$ cat src/design/term_decoder_regs.svh
// register offsets, field positions, reset values and timing counts of the terminal decoder
`ifndef TERM_DECODER_REGS_SVH
`define TERM_DECODER_REGS_SVH

// byte offsets on the register bus
`define REG_FUNC_MAP 5'h00
`define REG_PULSE_CFG 5'h04
`define REG_CMD_STATUS 5'h08
`define REG_IRQ_STATUS 5'h0c
`define REG_IRQ_MASK 5'h10
`define REG_FREQ_OFFSET 5'h14

// field layout
`define TERM_COUNT 8
`define CODE_WIDTH 4
`define PULSE_MODE_BIT 0
`define PULSE_USE_LSB 1
`define IRQ_EXT_FAULT 0
`define IRQ_FAULT_RESET 1
`define IRQ_COAST 2
`define IRQ_DUP_CODE 3
`define IRQ_WIDTH 4

// reset values
`define FUNC_MAP_RST 32'h0000_0000
`define PULSE_CFG_RST 3'h0
`define IRQ_MASK_RST 4'h0

// timing: one up/down step every this many ns, at a core clock period in ns
`define UPDN_STEP_NS 1000000
`define CORE_CLK_NS 25

// limits of the up/down offset
`define OFFSET_MAX 16'sh7fff
`define OFFSET_MIN (-16'sh7fff)

`endif

$ cat src/design/term_decoder_pkg.sv
// types shared by the terminal decoder modules
package term_decoder_pkg;

	// function codes a terminal may carry
	typedef enum logic [3:0] {
		FN_NONE = 4'h0,
		FN_FWD_RUN = 4'h1,
		FN_REV_RUN = 4'h2,
		FN_THREE_WIRE = 4'h3,
		FN_JOG_FWD = 4'h4,
		FN_JOG_REV = 4'h5,
		FN_COAST = 4'h6,
		FN_FAULT_RESET = 4'h7,
		FN_PAUSE = 4'h8,
		FN_EXT_FAULT = 4'h9,
		FN_FREQ_UP = 4'ha,
		FN_FREQ_DOWN = 4'hb,
		FN_FREQ_CLEAR = 4'hc
	} func_code_type;

	// use of the pulse train in pulse mode
	typedef enum logic [1:0] {
		PULSE_FREQ_REF = 2'h0,
		PULSE_COUNT = 2'h1,
		PULSE_LENGTH = 2'h2,
		PULSE_UNUSED = 2'h3
	} pulse_use_type;

	// register bus slave states
	typedef enum logic [1:0] {
		BUS_IDLE = 2'b01,
		BUS_ACK = 2'b10
	} bus_state_type;

endpackage : term_decoder_pkg

$ cat src/design/input_sync.sv
// two-stage synchroniser for a group of pin levels
module input_sync #(
	parameter int WIDTH = 1
) (
	input wire logic core_clk,
	input wire logic rst,
	input wire logic clk_en,
	input wire logic [WIDTH-1:0] pin_in,
	output logic [WIDTH-1:0] level_out
);

	logic [WIDTH-1:0] meta_q;

	// first stage feeds only the second stage
	always_ff @(posedge core_clk or posedge rst) begin
		if (rst) begin
			meta_q <= '0;
			level_out <= '0;
		end else if (clk_en) begin
			meta_q <= pin_in;
			level_out <= meta_q;
		end
	end

endmodule : input_sync

$ cat src/design/input_terminal_function_decoder.sv
// programmable digital input terminal decoder with register bus and interrupt
// Notes on behaviour
// - eight terminals, each with its function code
// - open-collector input: switch or pulse mode
// - pulse mode feeds frequency, count or length
// - code zero does nothing at any level
// - codes one, two run forward, reverse
// - code three selects three-wire run control
// - codes four, five jog forward, reverse
// - code six disables drive output at once
// - code seven resets latched fault
// - code eight pauses, keeping running state
// - code nine latches external fault, stops running
// - codes ten, eleven step frequency up, down
// - code twelve clears up/down offset
//
// The register addresses and the Avalon-MM slave port are this design's own decisions.
`include "term_decoder_regs.svh"

module input_terminal_function_decoder
	import term_decoder_pkg::*;
#(
	parameter int UPDN_STEP_CYCLES = `UPDN_STEP_NS / `CORE_CLK_NS
) (
	input wire logic core_clk,
	input wire logic rst,
	input wire logic clk_en,
	input wire logic [7:0] terminal_in,
	input wire logic pulse_capable_input,
	input wire logic [4:0] address,
	input wire logic read,
	input wire logic write,
	input wire logic [31:0] writedata,
	input wire logic [3:0] byteenable,
	output logic [31:0] readdata,
	output logic waitrequest,
	output logic forward_run_command,
	output logic reverse_run_command,
	output logic three_wire_mode,
	output logic jog_forward,
	output logic jog_reverse,
	output logic output_disable,
	output logic fault_reset_pulse,
	output logic pause_hold,
	output logic external_fault,
	output logic signed [15:0] freq_offset,
	output logic pulse_switch_level,
	output logic pulse_freq_ref,
	output logic pulse_count,
	output logic pulse_length,
	output logic irq
);

	// true when any active terminal carries the given code
	function automatic logic code_active(input logic [7:0] lvl, input logic [31:0] map, input func_code_type code);
		logic hit;
		hit = 1'b0;
		for (int i = 0; i < `TERM_COUNT; i++) begin
			if (lvl[i] && map[i*`CODE_WIDTH +: `CODE_WIDTH] == code) begin
				hit = 1'b1;
			end
		end
		return hit;
	endfunction : code_active

	// true when two terminals share a code other than none
	function automatic logic code_duplicated(input logic [31:0] map);
		logic dup;
		dup = 1'b0;
		for (int i = 0; i < `TERM_COUNT; i++) begin
			for (int j = i + 1; j < `TERM_COUNT; j++) begin
				if (map[i*`CODE_WIDTH +: `CODE_WIDTH] != FN_NONE &&
						map[i*`CODE_WIDTH +: `CODE_WIDTH] == map[j*`CODE_WIDTH +: `CODE_WIDTH]) begin
					dup = 1'b1;
				end
			end
		end
		return dup;
	endfunction : code_duplicated

	logic [31:0] func_map_q;
	logic [2:0] pulse_cfg_q;
	logic [3:0] irq_status_q;
	logic [3:0] irq_mask_q;
	logic [3:0] irq_set;
	bus_state_type bus_state_q;
	logic [7:0] term_lvl;
	logic pulse_lvl;
	logic fwd_hit, rev_hit, three_hit, jogf_hit, jogr_hit, coast_hit;
	logic reset_hit, pause_hit, ext_hit, up_hit, down_hit, clear_hit;
	logic reset_prev_q, ext_prev_q, coast_prev_q;
	logic reset_rise, ext_rise, coast_rise;
	logic [31:0] step_cnt_q;
	logic step_tick;
	logic bus_write;
	logic [31:0] read_word;

	input_sync #(.WIDTH(`TERM_COUNT + 1)) u_sync (
		.core_clk(core_clk),
		.rst(rst),
		.clk_en(clk_en),
		.pin_in({pulse_capable_input, terminal_in}),
		.level_out({pulse_lvl, term_lvl})
	);

	always_comb begin
		fwd_hit = code_active(term_lvl, func_map_q, FN_FWD_RUN);
		rev_hit = code_active(term_lvl, func_map_q, FN_REV_RUN);
		three_hit = code_active(term_lvl, func_map_q, FN_THREE_WIRE);
		jogf_hit = code_active(term_lvl, func_map_q, FN_JOG_FWD);
		jogr_hit = code_active(term_lvl, func_map_q, FN_JOG_REV);
		coast_hit = code_active(term_lvl, func_map_q, FN_COAST);
		reset_hit = code_active(term_lvl, func_map_q, FN_FAULT_RESET);
		pause_hit = code_active(term_lvl, func_map_q, FN_PAUSE);
		ext_hit = code_active(term_lvl, func_map_q, FN_EXT_FAULT);
		up_hit = code_active(term_lvl, func_map_q, FN_FREQ_UP);
		down_hit = code_active(term_lvl, func_map_q, FN_FREQ_DOWN);
		clear_hit = code_active(term_lvl, func_map_q, FN_FREQ_CLEAR);
	end

	// edge detection of event functions
	always_ff @(posedge core_clk or posedge rst) begin
		if (rst) begin
			reset_prev_q <= 1'b0;
			ext_prev_q <= 1'b0;
			coast_prev_q <= 1'b0;
		end else if (clk_en) begin
			reset_prev_q <= reset_hit;
			ext_prev_q <= ext_hit;
			coast_prev_q <= coast_hit;
		end
	end

	assign reset_rise = reset_hit & ~reset_prev_q;
	assign ext_rise = ext_hit & ~ext_prev_q;
	assign coast_rise = coast_hit & ~coast_prev_q;

	// external fault latch, set wins over reset
	always_ff @(posedge core_clk or posedge rst) begin
		if (rst) begin
			external_fault <= 1'b0;
			fault_reset_pulse <= 1'b0;
		end else if (clk_en) begin
			fault_reset_pulse <= reset_rise;
			if (ext_rise) begin
				external_fault <= 1'b1;
			end else if (reset_rise) begin
				external_fault <= 1'b0;
			end
		end
	end

	// pause holds state, run commands kept
	always_ff @(posedge core_clk or posedge rst) begin
		if (rst) begin
			forward_run_command <= 1'b0;
			reverse_run_command <= 1'b0;
			three_wire_mode <= 1'b0;
			jog_forward <= 1'b0;
			jog_reverse <= 1'b0;
			output_disable <= 1'b0;
			pause_hold <= 1'b0;
		end else if (clk_en) begin
			forward_run_command <= fwd_hit & ~external_fault & ~ext_rise;
			reverse_run_command <= rev_hit & ~external_fault & ~ext_rise;
			three_wire_mode <= three_hit;
			jog_forward <= jogf_hit & ~external_fault & ~ext_rise;
			jog_reverse <= jogr_hit & ~external_fault & ~ext_rise;
			output_disable <= coast_hit;
			pause_hold <= pause_hit;
		end
	end

	// step timer for up/down stepping
	always_ff @(posedge core_clk or posedge rst) begin
		if (rst) begin
			step_cnt_q <= 32'h0000_0000;
		end else if (clk_en) begin
			if (!(up_hit ^ down_hit) || step_tick) begin
				step_cnt_q <= 32'h0000_0000;
			end else begin
				step_cnt_q <= step_cnt_q + 32'h0000_0001;
			end
		end
	end

	assign step_tick = (up_hit ^ down_hit) && step_cnt_q == 32'(UPDN_STEP_CYCLES - 1);

	// offset steps up or down, saturating
	always_ff @(posedge core_clk or posedge rst) begin
		if (rst) begin
			freq_offset <= 16'sh0000;
		end else if (clk_en) begin
			if (clear_hit) begin
				freq_offset <= 16'sh0000;
			end else if (step_tick && up_hit && freq_offset != `OFFSET_MAX) begin
				freq_offset <= freq_offset + 16'sh0001;
			end else if (step_tick && down_hit && freq_offset != `OFFSET_MIN) begin
				freq_offset <= freq_offset - 16'sh0001;
			end
		end
	end

	// route pulse train to its use
	always_ff @(posedge core_clk or posedge rst) begin
		if (rst) begin
			pulse_switch_level <= 1'b0;
			pulse_freq_ref <= 1'b0;
			pulse_count <= 1'b0;
			pulse_length <= 1'b0;
		end else if (clk_en) begin
			pulse_switch_level <= pulse_lvl & ~pulse_cfg_q[`PULSE_MODE_BIT];
			pulse_freq_ref <= pulse_lvl & pulse_cfg_q[`PULSE_MODE_BIT] &
				(pulse_cfg_q[`PULSE_USE_LSB +: 2] == PULSE_FREQ_REF);
			pulse_count <= pulse_lvl & pulse_cfg_q[`PULSE_MODE_BIT] &
				(pulse_cfg_q[`PULSE_USE_LSB +: 2] == PULSE_COUNT);
			pulse_length <= pulse_lvl & pulse_cfg_q[`PULSE_MODE_BIT] &
				(pulse_cfg_q[`PULSE_USE_LSB +: 2] == PULSE_LENGTH);
		end
	end

	// bus handshake: one wait cycle, then answer
	always_ff @(posedge core_clk or posedge rst) begin
		if (rst) begin
			bus_state_q <= BUS_IDLE;
		end else if (clk_en) begin
			case (bus_state_q)
				BUS_IDLE: begin
					if (read || write) begin
						bus_state_q <= BUS_ACK;
					end
				end
				BUS_ACK: begin
					bus_state_q <= BUS_IDLE;
				end
				default: begin
					bus_state_q <= BUS_IDLE;
				end
			endcase
		end
	end

	assign waitrequest = !(bus_state_q == BUS_ACK && clk_en);
	assign bus_write = write && bus_state_q == BUS_ACK && clk_en;

	// read mux, unmapped reads as zero
	always_comb begin
		case (address)
			`REG_FUNC_MAP: read_word = func_map_q;
			`REG_PULSE_CFG: read_word = {29'h0, pulse_cfg_q};
			`REG_CMD_STATUS: read_word = {12'h000, pulse_lvl, term_lvl, up_hit, down_hit, clear_hit,
				external_fault, pause_hold, output_disable, jog_reverse, jog_forward,
				three_wire_mode, reverse_run_command, forward_run_command};
			`REG_IRQ_STATUS: read_word = {28'h0, irq_status_q};
			`REG_IRQ_MASK: read_word = {28'h0, irq_mask_q};
			`REG_FREQ_OFFSET: read_word = {16'h0000, freq_offset};
			default: read_word = 32'h0000_0000;
		endcase
	end

	// read data captured at the edge that sees the read in the idle state, one cycle before the answer
	always_ff @(posedge core_clk or posedge rst) begin
		if (rst) begin
			readdata <= 32'h0000_0000;
		end else if (clk_en && bus_state_q == BUS_IDLE && read) begin
			readdata <= read_word;
		end
	end

	// function map and pulse configuration writes
	always_ff @(posedge core_clk or posedge rst) begin
		if (rst) begin
			func_map_q <= `FUNC_MAP_RST;
			pulse_cfg_q <= `PULSE_CFG_RST;
			irq_mask_q <= `IRQ_MASK_RST;
		end else if (bus_write) begin
			if (address == `REG_FUNC_MAP) begin
				for (int b = 0; b < 4; b++) begin
					if (byteenable[b]) begin
						func_map_q[b*8 +: 8] <= writedata[b*8 +: 8];
					end
				end
			end
			if (address == `REG_PULSE_CFG && byteenable[0]) begin
				pulse_cfg_q <= writedata[2:0];
			end
			if (address == `REG_IRQ_MASK && byteenable[0]) begin
				irq_mask_q <= writedata[3:0];
			end
		end
	end

	assign irq_set = {code_duplicated(func_map_q), coast_rise, reset_rise, ext_rise};

	// sticky events, write one to clear, set wins
	always_ff @(posedge core_clk or posedge rst) begin
		if (rst) begin
			irq_status_q <= 4'h0;
		end else if (clk_en) begin
			if (bus_write && address == `REG_IRQ_STATUS && byteenable[0]) begin
				irq_status_q <= (irq_status_q & ~writedata[3:0]) | irq_set;
			end else begin
				irq_status_q <= irq_status_q | irq_set;
			end
		end
	end

	assign irq = |(irq_status_q & irq_mask_q);
endmodule : input_terminal_function_decoder

$ cat config.mk
export PLATFORM = sky130hd
export DESIGN_NAME = input_terminal_function_decoder
export DESIGN_NICKNAME = d
export VERILOG_FILES = /design/src/design/term_decoder_pkg.sv /design/src/design/input_sync.sv /design/src/design/input_terminal_function_decoder.sv
export VERILOG_INCLUDE_DIRS = /design/src /design/src/design
export SDC_FILE = /design/constraint.sdc
export NUM_CORES = 1
export LEC_CHECK = 0
export BUFFER_PORTS_ARGS = -buffer_cell sky130_fd_sc_hd__buf_2
export CAP_MARGIN = 40
export CORE_MARGIN = 1.5
export CORE_UTILIZATION = 63
export DETAILED_ROUTE_END_ITERATION = 8
export PLACE_DENSITY = 0.91
export SYNTH_ARGS = -nofsm -noshare
export SYNTH_HDL_FRONTEND = slang
export SYNTH_SLANG_ARGS = --single-unit
$ cat constraint.sdc
create_clock -name core_clk -period 12.4 [get_ports core_clk]
set_input_delay 2.48 -clock core_clk [delete_from_list [all_inputs] [get_ports core_clk]]
set_output_delay 2.48 -clock core_clk [all_outputs]
set_load 0.05 [all_outputs]
Word-level counts from Yosys, hierarchy flattened

Cells that the tools add are included.

Register bits after elaboration: 158
Latch bits: 0
RAM bits: 0
ROM bits: 0
Bits of input ports: 55
Word-level logic and storage cells: 493
Memories kept: 0

$add $sub $neg: 3
Multiply operators: 0
Divide/modulo/power cells: 0
$lt $le $gt $ge: 0
Equal/unequal tests: 137
Shift-type cells: 0
Mux-type cells: 134
Bitwise operators: 28
Reduce and logical (&&, ||, !) cells: 163

Operator list:

| operator                                              | number |
|---|---|
| case mux 32 bit (6 select lines)                      | 1 |
| equality test 4 bit, second input constant            | 40 |
| logical AND 1 bit                                     | 138 |
| equality test 4 x 3 -> 1 bit, second input constant   | 32 |
| two-way mux 1 bit                                     | 126 |
| equality test 4 bit                                   | 28 |
| equality test 4 x 2 -> 1 bit, second input constant   | 16 |
| two-way mux 16 bit                                    | 3 |
| adder 32 x 1 -> 32 bit, second input constant         | 1 |
| equality test 32 x 16 -> 1 bit, second input constant | 1 |
| equality test 4 x 1 -> 1 bit, second input constant   | 8 |
| two-way mux 32 bit                                    | 1 |
| != test 16 bit, second input constant                 | 2 |
| nonzero test 4 bit                                    | 7 |
| adder 16 x 2 -> 16 bit, second input constant         | 1 |
| bitwise AND 1 bit                                     | 16 |
| subtractor 16 x 2 -> 16 bit, second input constant    | 1 |
| AND reduction 3 bit                                   | 4 |
| equality test 5 x 4 -> 1 bit, second input constant   | 2 |
| equality test 5 bit, second input constant            | 2 |
| AND reduction 2 bit                                   | 5 |
| bitwise AND 4 bit                                     | 2 |
| OR 4 bit                                              | 2 |
| inverter 1 bit                                        | 6 |
| 15 further kinds                                      | 20 |

Depth between registers and ports, before layout

Gate-level depths: netlist of the first run.

Depth in word-level cells: 32
Mapped depth: 16

By module

A second synthesis of the first run with hierarchy kept.

Cell total of the unflattened synthesis: 1,033
Area total of the unflattened synthesis: 9,776.9 µm²

By module, submodules not included:

| module                          | instances | cells each | area each (µm²) | seq. area each (µm²) |
|---|---|---|---|---|
| input_terminal_function_decoder | 1         | 994        | 9,051.2         | 3,504.6 |
| input_sync                      | 1         | 39         | 725.7           | 450.4 |

Worst setup path before layout of the first run

No wires, ideal clock.

Path kind: input port to output port
Start point: input clk_en
End point: output waitrequest
Arrival time: 3.011 ns
Required time: 9.920 ns
Path slack: 6.909 ns
Cell stages on the path: 3
Buffers on the path: 0
Cell sequence: inv_2 nor3_1 inv_1

Longest elaborated chain between the ends: 2

Ends and longest elaborated chain:

| what              | line                                   | RTL |
|---|---|---|
| from (decl)       | input_terminal_function_decoder.sv:27  | `input wire logic clk_en,` |
| logical AND 1 bit | input_terminal_function_decoder.sv:243 | `assign waitrequest = !(bus_state_q == BUS_ACK && clk_en);` |
| zero test 1 bit   | input_terminal_function_decoder.sv:243 |  |
| to (decl)         | input_terminal_function_decoder.sv:36  | `output logic waitrequest,` |

No other way between the ends.

Final worst setup path of the first run

Ends and elaborated chain as after synthesis.

==> results of run 1 <==
[state kept, by name, summed over array words and instances, names as in the netlist, 3 cells and up]
signal            count
readdata             32
pulse_cfg_q           3
irq_status_q          4
freq_offset          16
step_cnt_q           32
u_sync.level_out      9
irq_mask_q            4
func_map_q           32
u_sync.meta_q         9
[placed cells by master (no fill, tap or decap), types with 15 or more instances in the layout]
cell,n
a21oi_1,16
a222oi_1,15
buf_2,117
clkbuf_16,17
dfrtp_1,157
ha_1,15
inv_1,16
mux2_1,35
mux2_2,29
nand2_1,118
nand2b_1,22
nand3_1,19
nand3b_1,17
nand4_1,31
nor2_1,68
nor3_1,26
nor4_1,42
o21ai_0,45
o22ai_1,36
xnor2_1,48
xor2_1,99
[power breakdown]
| part | switching [mW] | total, mW | internal, mW | leakage, nW |
|---|---|---|---|---|
| clock | 0.209 | 0.515 | 0.306 | 0.277 |
| combinational | 0.0898 | 0.148 | 0.0578 | 2.94 |
| sequential | 0.0318 | 0.564 | 0.532 | 2.14 |
[routing by layer]
layer,GRT usage,share of wire
met5,0,0
met4,0.178,0.042
met3,0.0729,0.098
met2,0.567,0.47
met1,0.476,0.39
[layout make-up]
type / instances / area [um^2]
fillers: 1091 / 4060
multi-input cells: 802 / 5490
inverters: 18 / 72.6
clock buffers: 22 / 464
well taps: 188 / 235
repair buffers: 134 / 761
flip-flops and latches: 158 / 3960
clock inverters: 9 / 111
[cell usage after synthesis (8+ instances only)]
cell type and number:
a21oi_1 16, a222oi_1 15, and2_1 8, and3_1 10
buf_1 29, buf_2 8, clkbuf_1 28, dfrtp_1 157
ha_1 15, inv_1 17, mux2_1 35, mux2_2 29
nand2_1 118, nand2b_1 22, nand3_1 20, nand3b_1 17
nand4_1 31, nor2_1 68, nor3_1 26, nor4_1 42
o21ai_0 45, o21ai_1 11, o22ai_1 36, xnor2_1 48
xor2_1 99
[worst paths after layout]
kind / from / slack, ps / end / cells after the start
min in group asynchronous: rst / 2180 / func_map_q[12] / 2
worst max-delay path: clk_en / 5960 / waitrequest / 6
max in group asynchronous: rst / 9140 / bus_state_q[0] / 4
worst min register to register: readdata[26] / 470 / readdata[26] / 2
worst min-delay path: readdata[26] / 470 / readdata[26] / 2
worst max register to register: step_cnt_q[0] / 7340 / freq_offset[15] / 14
[worst register-to-register path: stages (launching register included)]
cell and delay (ps):
dfrtp_1 430, ha_1 240, nand3_2 140, or3_4 430, nor4_1 400, nand4_1 670
ha_1 640, a21oi_1 140, a22oi_1 170, nand2_1 130, o21ba_2 260, a2111oi_0 580
o31ai_1 210, a2111o_1 440, o21ai_1 80
[through the flow]
| stage | hold WS [ps] | instance area [um^2] |
|---|---|---|
| after global routing | 500 | 11100 |
| after detailed placement | 465 | 10500 |
| final | 474 | 11100 |
| after floorplan | 460 | 9750 |
| after CTS | 478 | 11100 |
| after global placement | 456 | 10400 |
[cell families (layout without fill, tap and decap cells)]
| family | count (synthesis) | in the layout | share of synthesized area |
|---|---|---|---|
| AO/OA/AOI/OAI | 187 | 187 | 0.132 |
| AND/OR/NAND/NOR | 388 | 388 | 0.202 |
| buffers and inverters | 83 | 183 | 0.0330 |
| multiplexers | 64 | 64 | 0.0739 |
| adder cells (fa/ha/maj) | 16 | 16 | 0.0213 |
| XOR/XNOR | 147 | 147 | 0.132 |
| flip-flops | 158 | 158 | 0.406 |
==> reports/qor.log, run 1 <==
qor: placement.placement.io_buffers 117
qor: die.io_pins 118
qor: synthesis.synth-seq-cells 158
qor: clock_network.count_of_buffers_added_by_post_cts_timing_repair_for_setup 0
qor: synthesis.async_reset_ff_frac 1.00
qor: synthesis.yosys.cell_types.count 63
qor: detailed_routing.vias 8,955
qor: die.starting_density 0.644
qor: synthesis.netlist.top_cell.by_area dfrtp_1
qor: placement.detailedPlacementHpwl 19,500 um
qor: clock_network.post_cts_resize_count 0
qor: worst_setup_path.path_cells buf_2 -> buf_4 -> inv_2 -> nor3_1 -> inv_1 -> buf_2
qor: worst_setup_path.cpLargestDelayFamily buffers and inverters
qor: clock_network.clock_path_buffers 2
qor: synthesis.yosysTopAreaCellShare 0.403
qor: die.die_height 127 um
qor: synthesis.syn_nets 1,114
qor: clock_network.clk_pin_slew_worst_paths 60 ps
qor: worst_setup_path.worstPathArrival 3960 ps
qor: power_and_ir_drop.power.density_cell_area 111 nW/um^2
qor: job.cap_violations 0
qor: detailed_routing.antenna_violating_nets_post_route 0
qor: clock_network.cts_tree built
qor: clock_network.ctsHoldBuffers 0
qor: status.outcome finished, final reports clean
qor: synthesis.netlist_instances 1,043
qor: worst_setup_path.critPathLaunchType input port
qor: detailed_routing.routed_wirelength 28,200 um
qor: grt.grt_start_max_net_pins 86
qor: sta.finClkSkew 6.67 ps
qor: worst_setup_path.path_max_fanout 52
qor: cells_and_area.antenna-diode-count 0
qor: worst_setup_path.cp_num_buf_inv 5
qor: power_and_ir_drop.overall_power_after_layout 1.23 mW
qor: clock_network.clock_tree.root_cell clkbuf_16
qor: sta.setup-violations-final 0
qor: sta.fin_crit_share 0.519
qor: synthesis.ys_dominant_reg_cell dfrtp_1
qor: clock_network.cts-htree-levels 4
qor: sta.max_slew.worst_pin.slew 803 ps
qor: synthesis.synth.area.top_cells dfrtp_1 (40%), xor2_1 (8.9%), nand2_1 (4.5%)
qor: placement.finalWeightedCongestion 1.03
qor: cells_and_area.layout-drive-gt1-share 0.181
qor: sta.slew_violations 0
qor: detailed_routing.remaining_drc_errors 0
qor: synthesis.edff_count_synth 0
qor: detailed_routing.wl_per_cell 21.2 um
qor: sta.final_worst_path_period_need 6440 ps
qor: worst_setup_path.cpMostUsedCell buf_2
qor: clock_network.worst_skew_pair.late_latency 430 ps
qor: sta.timing.final.ws_setup 5960 ps
qor: detailed_routing.detail_route.first_pass.iterations 7
qor: die.num_rows 45
qor: sta.maximum_clock_frequency 155 MHz
qor: clock_network.cts_sinks 158
qor: detailed_routing.via_per_inst 6.73
qor: cells_and_area.finalCoreUtilization 0.732
qor: sta.fin_tns_setup 0 ps
qor: synthesis.syn_avg_cell_area 9.35 um^2
qor: cells_and_area.nets 1,202
qor: synthesis.synth_warnings 0
qor: grt.grt-ovfl-total 0
qor: worst_setup_path.critical_path_s_slowest_cell buf_4
qor: grt.gr-usage-all-layers 0.360
qor: grt.first_global_vias 8,548
qor: die.total_die_area 16,200 um^2
qor: synthesis.ys_seq_area_frac 0.406
qor: synthesis.summed_instance_area_of_the_synthesized_netlist 9750 um^2
qor: placement.dp_slack 5960 ps
qor: sta.rsz0062_at_grt false
qor: placement.dp.cells 1,300
qor: cells_and_area.area_growth_syn_to_fin 13.7%
qor: worst_setup_path.critPathCaptureType output port
qor: worst_hold_path.holdCritPathClass flop to flop
qor: sta.relSlewSlack 0.465
qor: power_and_ir_drop.p_leak 5.36 nW
qor: die.core_region_area 15,100 um^2
qor: worst_setup_path.critical_path.max_stage_delay 490 ps
qor: clock_network.numCtsBuffers 17
qor: grt.grt_pass1_wl 45,300 um
qor: worst_setup_path.critPathKind input port to output port
qor: cells_and_area.layoutNonFillerInstCount 1,331
qor: die.dieWidth 127 um
qor: detailed_routing.drt-initial-drc-count 1,088
qor: grt.grt_antenna_before_repair 0
qor: power_and_ir_drop.vdd_drop_max 0.103 mV
qor: sta.final_hold_viol_count 0
qor: worst_setup_path.critical_path_required 9920 ps
Note: power is estimated with default switching activity, not from simulation.
==> run 2: changes to the inputs <==
- CORE_UTILIZATION: 63 -> 54
- PLACE_DENSITY: 0.91 -> 0.84
- clock period: 12.4 -> 5.3 ns (I/O delays scaled with it)
==> reports/qor.log, run 2 (synthesized netlist as in run 1, its figures left out) <==
qor: detailed_routing.vias 8,996 [was 8,955]
qor: clock_network.clk_pin_slew_worst_paths 70 ps [was 60 ps]
qor: clock_network.ctsHoldBuffers 0 [unchanged]
qor: cells_and_area.layout-drive-gt1-share 0.199 [was 0.181]
qor: cells_and_area.finish.instance_area 11,300 um^2 [was 11,100 um^2]
qor: worst_setup_path.critical_path.max_stage_delay 580 ps [was 490 ps]
qor: clock_network.cts_tree built [unchanged]
qor: detailed_routing.antenna_violating_nets_post_route 0 [unchanged]
qor: worst_setup_path.regToRegStartpoint step_cnt_q[0] [unchanged]
qor: cells_and_area.registers_with_the_most_flip_flops func_map_q: 32 flops, readdata: 32 flops, step_cnt_q: 32 flops [unchanged]
qor: worst_setup_path.timing.rr.end freq_offset[15] [unchanged]
qor: worst_setup_path.critical_path_s_slowest_cell a2111oi_0 [was buf_4]
qor: power_and_ir_drop.power.share.clock 0.423 [was 0.420]
qor: worst_hold_path.holdCritPathClass flop to flop [unchanged]
qor: worst_setup_path.critical_path_depth 15 [was 6]
qor: worst_setup_path.ff2ff_path_depth 15 [was 14]
qor: detailed_routing.via_per_inst 6.46 [was 6.73]
qor: placement.placement.io_buffers 117 [unchanged]
qor: sta.slew_violations 0 [unchanged]
qor: grt.grt-ovfl-total 0 [unchanged]
qor: power_and_ir_drop.power.net_switching 0.833 mW [was 0.331 mW]
qor: worst_setup_path.path_max_fanout 10 [was 52]
qor: sta.final_hold_viol_count 0 [unchanged]
qor: sta.final_worst_path_period_need 4370 ps
qor: worst_setup_path.worstPathArrival 4730 ps [was 3960 ps]
qor: power_and_ir_drop.power.density_cell_area 258 nW/um^2 [was 111 nW/um^2]
qor: clock_network.numCtsBuffers 17 [unchanged]
qor: worst_setup_path.cp_num_buf_inv 1 [was 5]
qor: power_and_ir_drop.power_report.internal_total 2.07 mW [was 0.896 mW]
qor: die.io_pins 118 [unchanged]
qor: worst_setup_path.crit_path_start step_cnt_q[0] [was clk_en]
qor: sta.fin_tns_setup 0 ps [unchanged]
qor: die.dieWidth 137 um [was 127 um]
qor: cells_and_area.area_growth_syn_to_fin 15.7% [was 13.7%]
qor: grt.gr-usage-all-layers 0.333 [was 0.360]
qor: detailed_routing.remaining_drc_errors 0 [unchanged]
qor: cells_and_area.fillerInstances 1,409 [was 1,091]
qor: worst_setup_path.critical_path_required 5670 ps [was 9920 ps]
qor: cells_and_area.antenna-diode-count 0 [unchanged]
qor: grt.grt_pass1_wl 47,300 um [was 45,300 um]
qor: power_and_ir_drop.vdd_drop_max 0.244 mV [was 0.103 mV]
qor: grt.first_global_vias 8,426 [was 8,548]
qor: die.core_region_area 17,500 um^2 [was 15,100 um^2]
qor: detailed_routing.wl_per_cell 22.0 um [was 21.2 um]
qor: sta.maximum_clock_frequency 229 MHz
qor: die.total_die_area 18,900 um^2 [was 16,200 um^2]
qor: power_and_ir_drop.p_seq_frac 0.449 [was 0.460]
qor: die.num_rows 48 [was 45]
qor: clock_network.clock_path_buffers 2 [unchanged]
qor: sta.relSlewSlack 0.388 [was 0.465]
qor: cells_and_area.final_common_cell dfrtp_1 [unchanged]
qor: clock_network.worst_skew_pair.late_latency 440 ps [was 430 ps]
qor: worst_setup_path.cpLargestDelayFamily compound AO/OA/AOI/OAI gates [was buffers and inverters]
qor: job.cap_violations 0 [unchanged]
qor: placement.detailed_place.area 10,700 um^2 [was 10,500 um^2]
qor: grt.grt_antenna_before_repair 0 [unchanged]
qor: worst_setup_path.cpMostUsedCell ha_1 [was buf_2]
qor: placement.detailedPlacementHpwl 21,600 um [was 19,500 um]
qor: sta.fin_crit_share 0.824
qor: clock_network.clock_tree.root_cell clkbuf_16 [unchanged]
qor: worst_setup_path.r2r_slack 930 ps [was 7340 ps]
qor: sta.rsz0062_at_grt false [unchanged]
qor: die.die_height 137 um [was 127 um]
qor: power_and_ir_drop.share_comb_of_total_power 0.128 [was 0.120]
qor: status.outcome finished, final reports clean [unchanged]
qor: worst_setup_path.critPathCaptureType flop [was output port]
qor: die.starting_density 0.558 [was 0.644]
qor: worst_setup_path.critPathLaunchType flop [was input port]
qor: cells_and_area.nets 1,226 [was 1,202]
qor: sta.finClkSkew 14.3 ps [was 6.67 ps]
qor: clock_network.cts_sinks 158 [unchanged]
qor: detailed_routing.drt-initial-drc-count 1,090 [was 1,088]
qor: placement.finalWeightedCongestion 1.03 [about the same]
qor: grt.grt_start_max_net_pins 159 [was 86]
qor: worst_setup_path.path_cells ha_1 -> nand3_2 -> or3_4 -> nor4_1 -> nand4_1 -> buf_4 -> ha_1 -> a21oi_1 -> a22oi_1 -> nand2_1 -> o21ba_2 -> a2111oi_0 -> o31ai_1 -> a2111o_1 -> o21ai_1 [was buf_2 -> buf_4 -> inv_2 -> nor3_1 -> inv_1 -> buf_2]
qor: power_and_ir_drop.power_switching_share 0.287 [was 0.270]
qor: worst_setup_path.timing.critical_path.to freq_offset[15] [was waitrequest]
qor: power_and_ir_drop.p_leak 5.46 nW [was 5.36 nW]
qor: worst_setup_path.critPathKind flop to flop [was input port to output port]
qor: sta.max_slew.worst_pin.slew 918 ps [was 803 ps]
qor: detailed_routing.detail_route.first_pass.iterations 8 [was 7]
qor: sta.setup-violations-final 0 [unchanged]
qor: clock_network.cts-htree-levels 4 [unchanged]
qor: detailed_routing.routed_wirelength 30,700 um [was 28,200 um]
qor: cells_and_area.layout_common_cells dfrtp_1 (157), nand2_1 (118), buf_2 (117), xor2_1 (99), nor2_1 (68) [unchanged]
==> run 2: changes by cell type in the layout (fill, tap and decap cells not counted), sizes merged <==
cell	delta
bufinv	-1
clkinv	-3
buf	+24
inv	+2
clkinvlp	+3
==> run 2: cell type report <==
type | instances | area (um^2) | area share
Clock buffer | 22 | 474 | 0.0420
Clock inverter | 10 | 103 | 0.00910
Inverter | 18 | 71.3 | 0.00632
Multi-Input combinational cell | 802 | 5490 | 0.487
Sequential cell | 158 | 3960 | 0.351
Tap cell | 225 | 282 | 0.0250
Timing Repair Buffer | 158 | 906 | 0.0803
==> run 2: power by group through the flow <==
stage | logic, mW | registers, mW | clock network (mW)
finish | 0.372 | 1.31 | 1.23
global route | 0.401 | 1.31 | 1.28
CTS | 0.368 | 1.30 | 1.23
detailed placement | 0.366 | 1.32 | 0
global placement | 0.360 | 1.32 | 0
floorplan | 0.226 | 1.33 | 0
==> run 2: worst reg2reg max path, stage by stage, from the launching register on <==
cell       delay, ps
dfrtp_1          410
ha_1             230
nand3_2          150
or3_4            430
nor4_1           360
nand4_1          140
buf_4            200
ha_1             360
a21oi_1          150
a22oi_1          190
nand2_1          140
o21ba_2          260
a2111oi_0        580
o31ai_1          190
a2111o_1         440
o21ai_1           80
==> run 2: how the worst min path moves through the flow <==
stage | start | to | slack [ps] | cells past startpoint
2_1_floorplan | irq_status_q[0] | irq_status_q[0] | 460 | 2
3_3_place_gp | readdata[27] | readdata[27] | 460 | 2
3_5_place_dp | readdata[24] | readdata[24] | 470 | 2
4_1_cts | readdata[24] | readdata[24] | 480 | 2
5_1_grt | readdata[21] | readdata[21] | 500 | 2
6_report | readdata[13] | readdata[13] | 470 | 2
==> run 2: what timing repair did <==
action	in CTS	in global routing
gates resized for setup	0	0
setup buffers	0	2
hold endpoints to repair	0	0
setup endpoints to repair	0	1
==> run 2: metal layers <==
metal  global-route usage  part of all wire  vias up
li1                     -                 -     3986
met1                0.450              0.41     4367
met2                0.524              0.46      546
met3               0.0563             0.090       97
met4                0.152             0.036        0
met5                    0                 0        -
==> run 2: stage by stage <==
step	util	worst slack [ps]	cells	power (mW)	hold WS [ps]
after floorplan	-	1200	1043	1.55	460
after global placement	0.611	626	1359	1.68	458
after detailed placement	0.611	469	1359	1.69	466
after CTS	0.644	397	1391	2.90	479
after global routing	0.645	662	1393	2.99	502
final	0.645	933	1393	2.91	474
==> run 3: changes to the inputs <==
- CORE_UTILIZATION: 54 -> 59
- PLACE_DENSITY: 0.84 -> 0.87
- clock period: 5.3 -> 4.13 ns (I/O delays scaled with it)
==> reports/qor.log, run 3 (synthesized netlist as in run 1, its figures left out) <==
qor: status.outcome finished, final reports clean [unchanged]
qor: cells_and_area.final_common_cell dfrtp_1 [unchanged]
qor: clock_network.worst_skew_pair.late_latency 440 ps [about the same]
qor: power_and_ir_drop.vdd_drop_max 0.306 mV [was 0.244 mV]
qor: grt.first_global_vias 9,243 [was 8,426]
qor: detailed_routing.drt-initial-drc-count 991 [was 1,090]
qor: detailed_routing.vias 9,363 [was 8,996]
qor: detailed_routing.wl_per_cell 22.1 um [was 22.0 um]
qor: die.starting_density 0.609 [was 0.558]
qor: cells_and_area.registers_with_the_most_flip_flops func_map_q: 32 flops, readdata: 32 flops, step_cnt_q: 32 flops [unchanged]
qor: clock_network.cts_tree built [unchanged]
qor: placement.finalWeightedCongestion 1.02 [was 1.03]
qor: worst_setup_path.critical_path_required 4490 ps [was 5670 ps]
qor: grt.grt_antenna_before_repair 0 [unchanged]
qor: worst_setup_path.path_max_fanout 12 [was 10]
qor: grt.grt_start_max_net_pins 95 [was 159]
qor: sta.max_slew.worst_pin.slew 944 ps [was 918 ps]
qor: clock_network.clock_tree.root_cell clkbuf_16 [unchanged]
qor: sta.slew_violations 0 [unchanged]
qor: sta.setup-violations-final 0 [unchanged]
qor: grt.grt_pass1_wl 49,900 um [was 47,300 um]
qor: clock_network.numCtsBuffers 17 [unchanged]
qor: sta.finClkSkew 12.6 ps [was 14.3 ps]
qor: die.total_die_area 17,300 um^2 [was 18,900 um^2]
qor: detailed_routing.remaining_drc_errors 0 [unchanged]
qor: sta.final_hold_viol_count 0 [unchanged]
qor: worst_hold_path.holdCritPathClass flop to flop [unchanged]
qor: die.die_height 132 um [was 137 um]
qor: cells_and_area.finalCoreUtilization 0.723 [was 0.645]
qor: die.core_region_area 16,000 um^2 [was 17,500 um^2]
qor: detailed_routing.detail_route.first_pass.iterations 9 [was 8]
qor: worst_setup_path.critPathKind flop to flop [unchanged]
qor: grt.gr-usage-all-layers 0.367 [was 0.333]
qor: die.io_pins 118 [unchanged]
qor: die.num_rows 46 [was 48]
qor: cells_and_area.layout-drive-gt1-share 0.228 [was 0.199]
qor: placement.detailedPlacementHpwl 22,000 um [was 21,600 um]
qor: sta.relSlewSlack 0.371 [was 0.388]
qor: cells_and_area.area_growth_syn_to_fin 18.6% [was 15.7%]
qor: detailed_routing.routed_wirelength 31,300 um [was 30,700 um]
qor: detailed_routing.antenna_violating_nets_post_route 0 [unchanged]
qor: sta.fin_crit_share 0.971 [was 0.824]
qor: sta.fin_tns_setup 0 ps [unchanged]
qor: placement.placement.io_buffers 117 [unchanged]
qor: sta.maximum_clock_frequency 249 MHz [was 229 MHz]
qor: worst_setup_path.critPathLaunchType flop [unchanged]
qor: clock_network.clk_pin_slew_worst_paths 70 ps [about the same]
qor: clock_network.cts-htree-levels 4 [unchanged]
qor: worst_setup_path.critPathCaptureType flop [unchanged]
qor: cells_and_area.fillerInstances 1,169 [was 1,409]
qor: cells_and_area.nets 1,258 [was 1,226]
qor: die.dieWidth 132 um [was 137 um]
qor: worst_setup_path.r2r_slack 120 ps [was 930 ps]
qor: power_and_ir_drop.overall_power_after_layout 3.76 mW [was 2.91 mW]
qor: clock_network.cts_sinks 158 [unchanged]
qor: grt.grt-ovfl-total 0 [unchanged]
qor: worst_setup_path.worstPathArrival 4370 ps [was 4730 ps]
qor: job.cap_violations 0 [unchanged]
qor: sta.final_worst_path_period_need 4010 ps [was 4370 ps]
qor: power_and_ir_drop.p_leak 5.64 nW [was 5.46 nW]
qor: cells_and_area.antenna-diode-count 0 [unchanged]
qor: power_and_ir_drop.power.density_cell_area 325 nW/um^2 [was 258 nW/um^2]
qor: clock_network.clock_path_buffers 2 [unchanged]
qor: cells_and_area.layout_common_cells dfrtp_1 (157), nand2_1 (118), buf_2 (117), xor2_1 (99), buf_4 (71) [was dfrtp_1 (157), nand2_1 (118), buf_2 (117), xor2_1 (99), nor2_1 (68)]
qor: detailed_routing.via_per_inst 6.61 [was 6.46]
qor: clock_network.ctsHoldBuffers 0 [unchanged]
==> run 3: final timing paths <==
check / startpoint / end / depth (start not counted)
hold / removal: readdata[27] / readdata[27] / 2
hold reg to reg: readdata[27] / readdata[27] / 2
setup reg to reg: step_cnt_q[25] / freq_offset[15] / 14
setup / recovery: step_cnt_q[25] / freq_offset[15] / 14
min in group asynchronous: rst / readdata[13] / 2
max in group asynchronous: rst / bus_state_q[0] / 3
==> run 3: timing repair <==
action	4_1_cts	5_1_grt
endpoints found under the hold margin	0	0
buffers inserted	0	4
gates resized for setup	2	10
pin swaps	0	4
endpoints found under the setup margin	1	1
==> run 3: cell type report <==
cell class | instances | area, um^2 | share of cell area
clock buffer | 19 | 453 | 0.0392
clock inverter | 13 | 128 | 0.0110
inverter | 18 | 71.3 | 0.00617
multi-input combinational | 802 | 5540 | 0.479
sequential | 158 | 3960 | 0.342
tap | 216 | 270 | 0.0234
timing repair buffer | 190 | 1150 | 0.0994
==> run 3: report_power, final <==
part	leakage [nW]	switching [mW]	internal (mW)
Clock	0.276	0.698	0.873
Combinational	3.22	0.338	0.201
Sequential	2.14	0.0521	1.60
Total	5.64	1.09	2.67
==> run 3: per-layer routing <==
layer | part of all wire | vias up | GRT usage
li1 | - | 4076 | -
met1 | 0.39 | 4473 | 0.478
met2 | 0.45 | 667 | 0.571
met3 | 0.11 | 147 | 0.0907
met4 | 0.046 | 0 | 0.180
met5 | 0 | - | 0
==> run 3: critical path, stage by stage, from the launching register on <==
cell,delay [ps]
dfrtp_1,450
nor4_1,370
nand4_1,320
nor4_4,330
nand4_1,140
buf_6,190
ha_2,370
o21ai_0,100
a22oi_1,210
nand2_1,130
o21ba_4,250
a2111oi_2,400
o31ai_1,150
a2111o_1,430
o21ai_1,80
==> run 3: per-stage QoR <==
stage	setup slack [ps]	hold slack, ps	cells	instance area (um^2)
floorplan	31.1	460	1043	9750
global placement	85.8	456	1380	10900
detailed placement	-84.1	465	1380	10900
CTS	62.8	479	1412	11500
global route	-24.0	503	1416	11600
finish	121	472	1416	11600
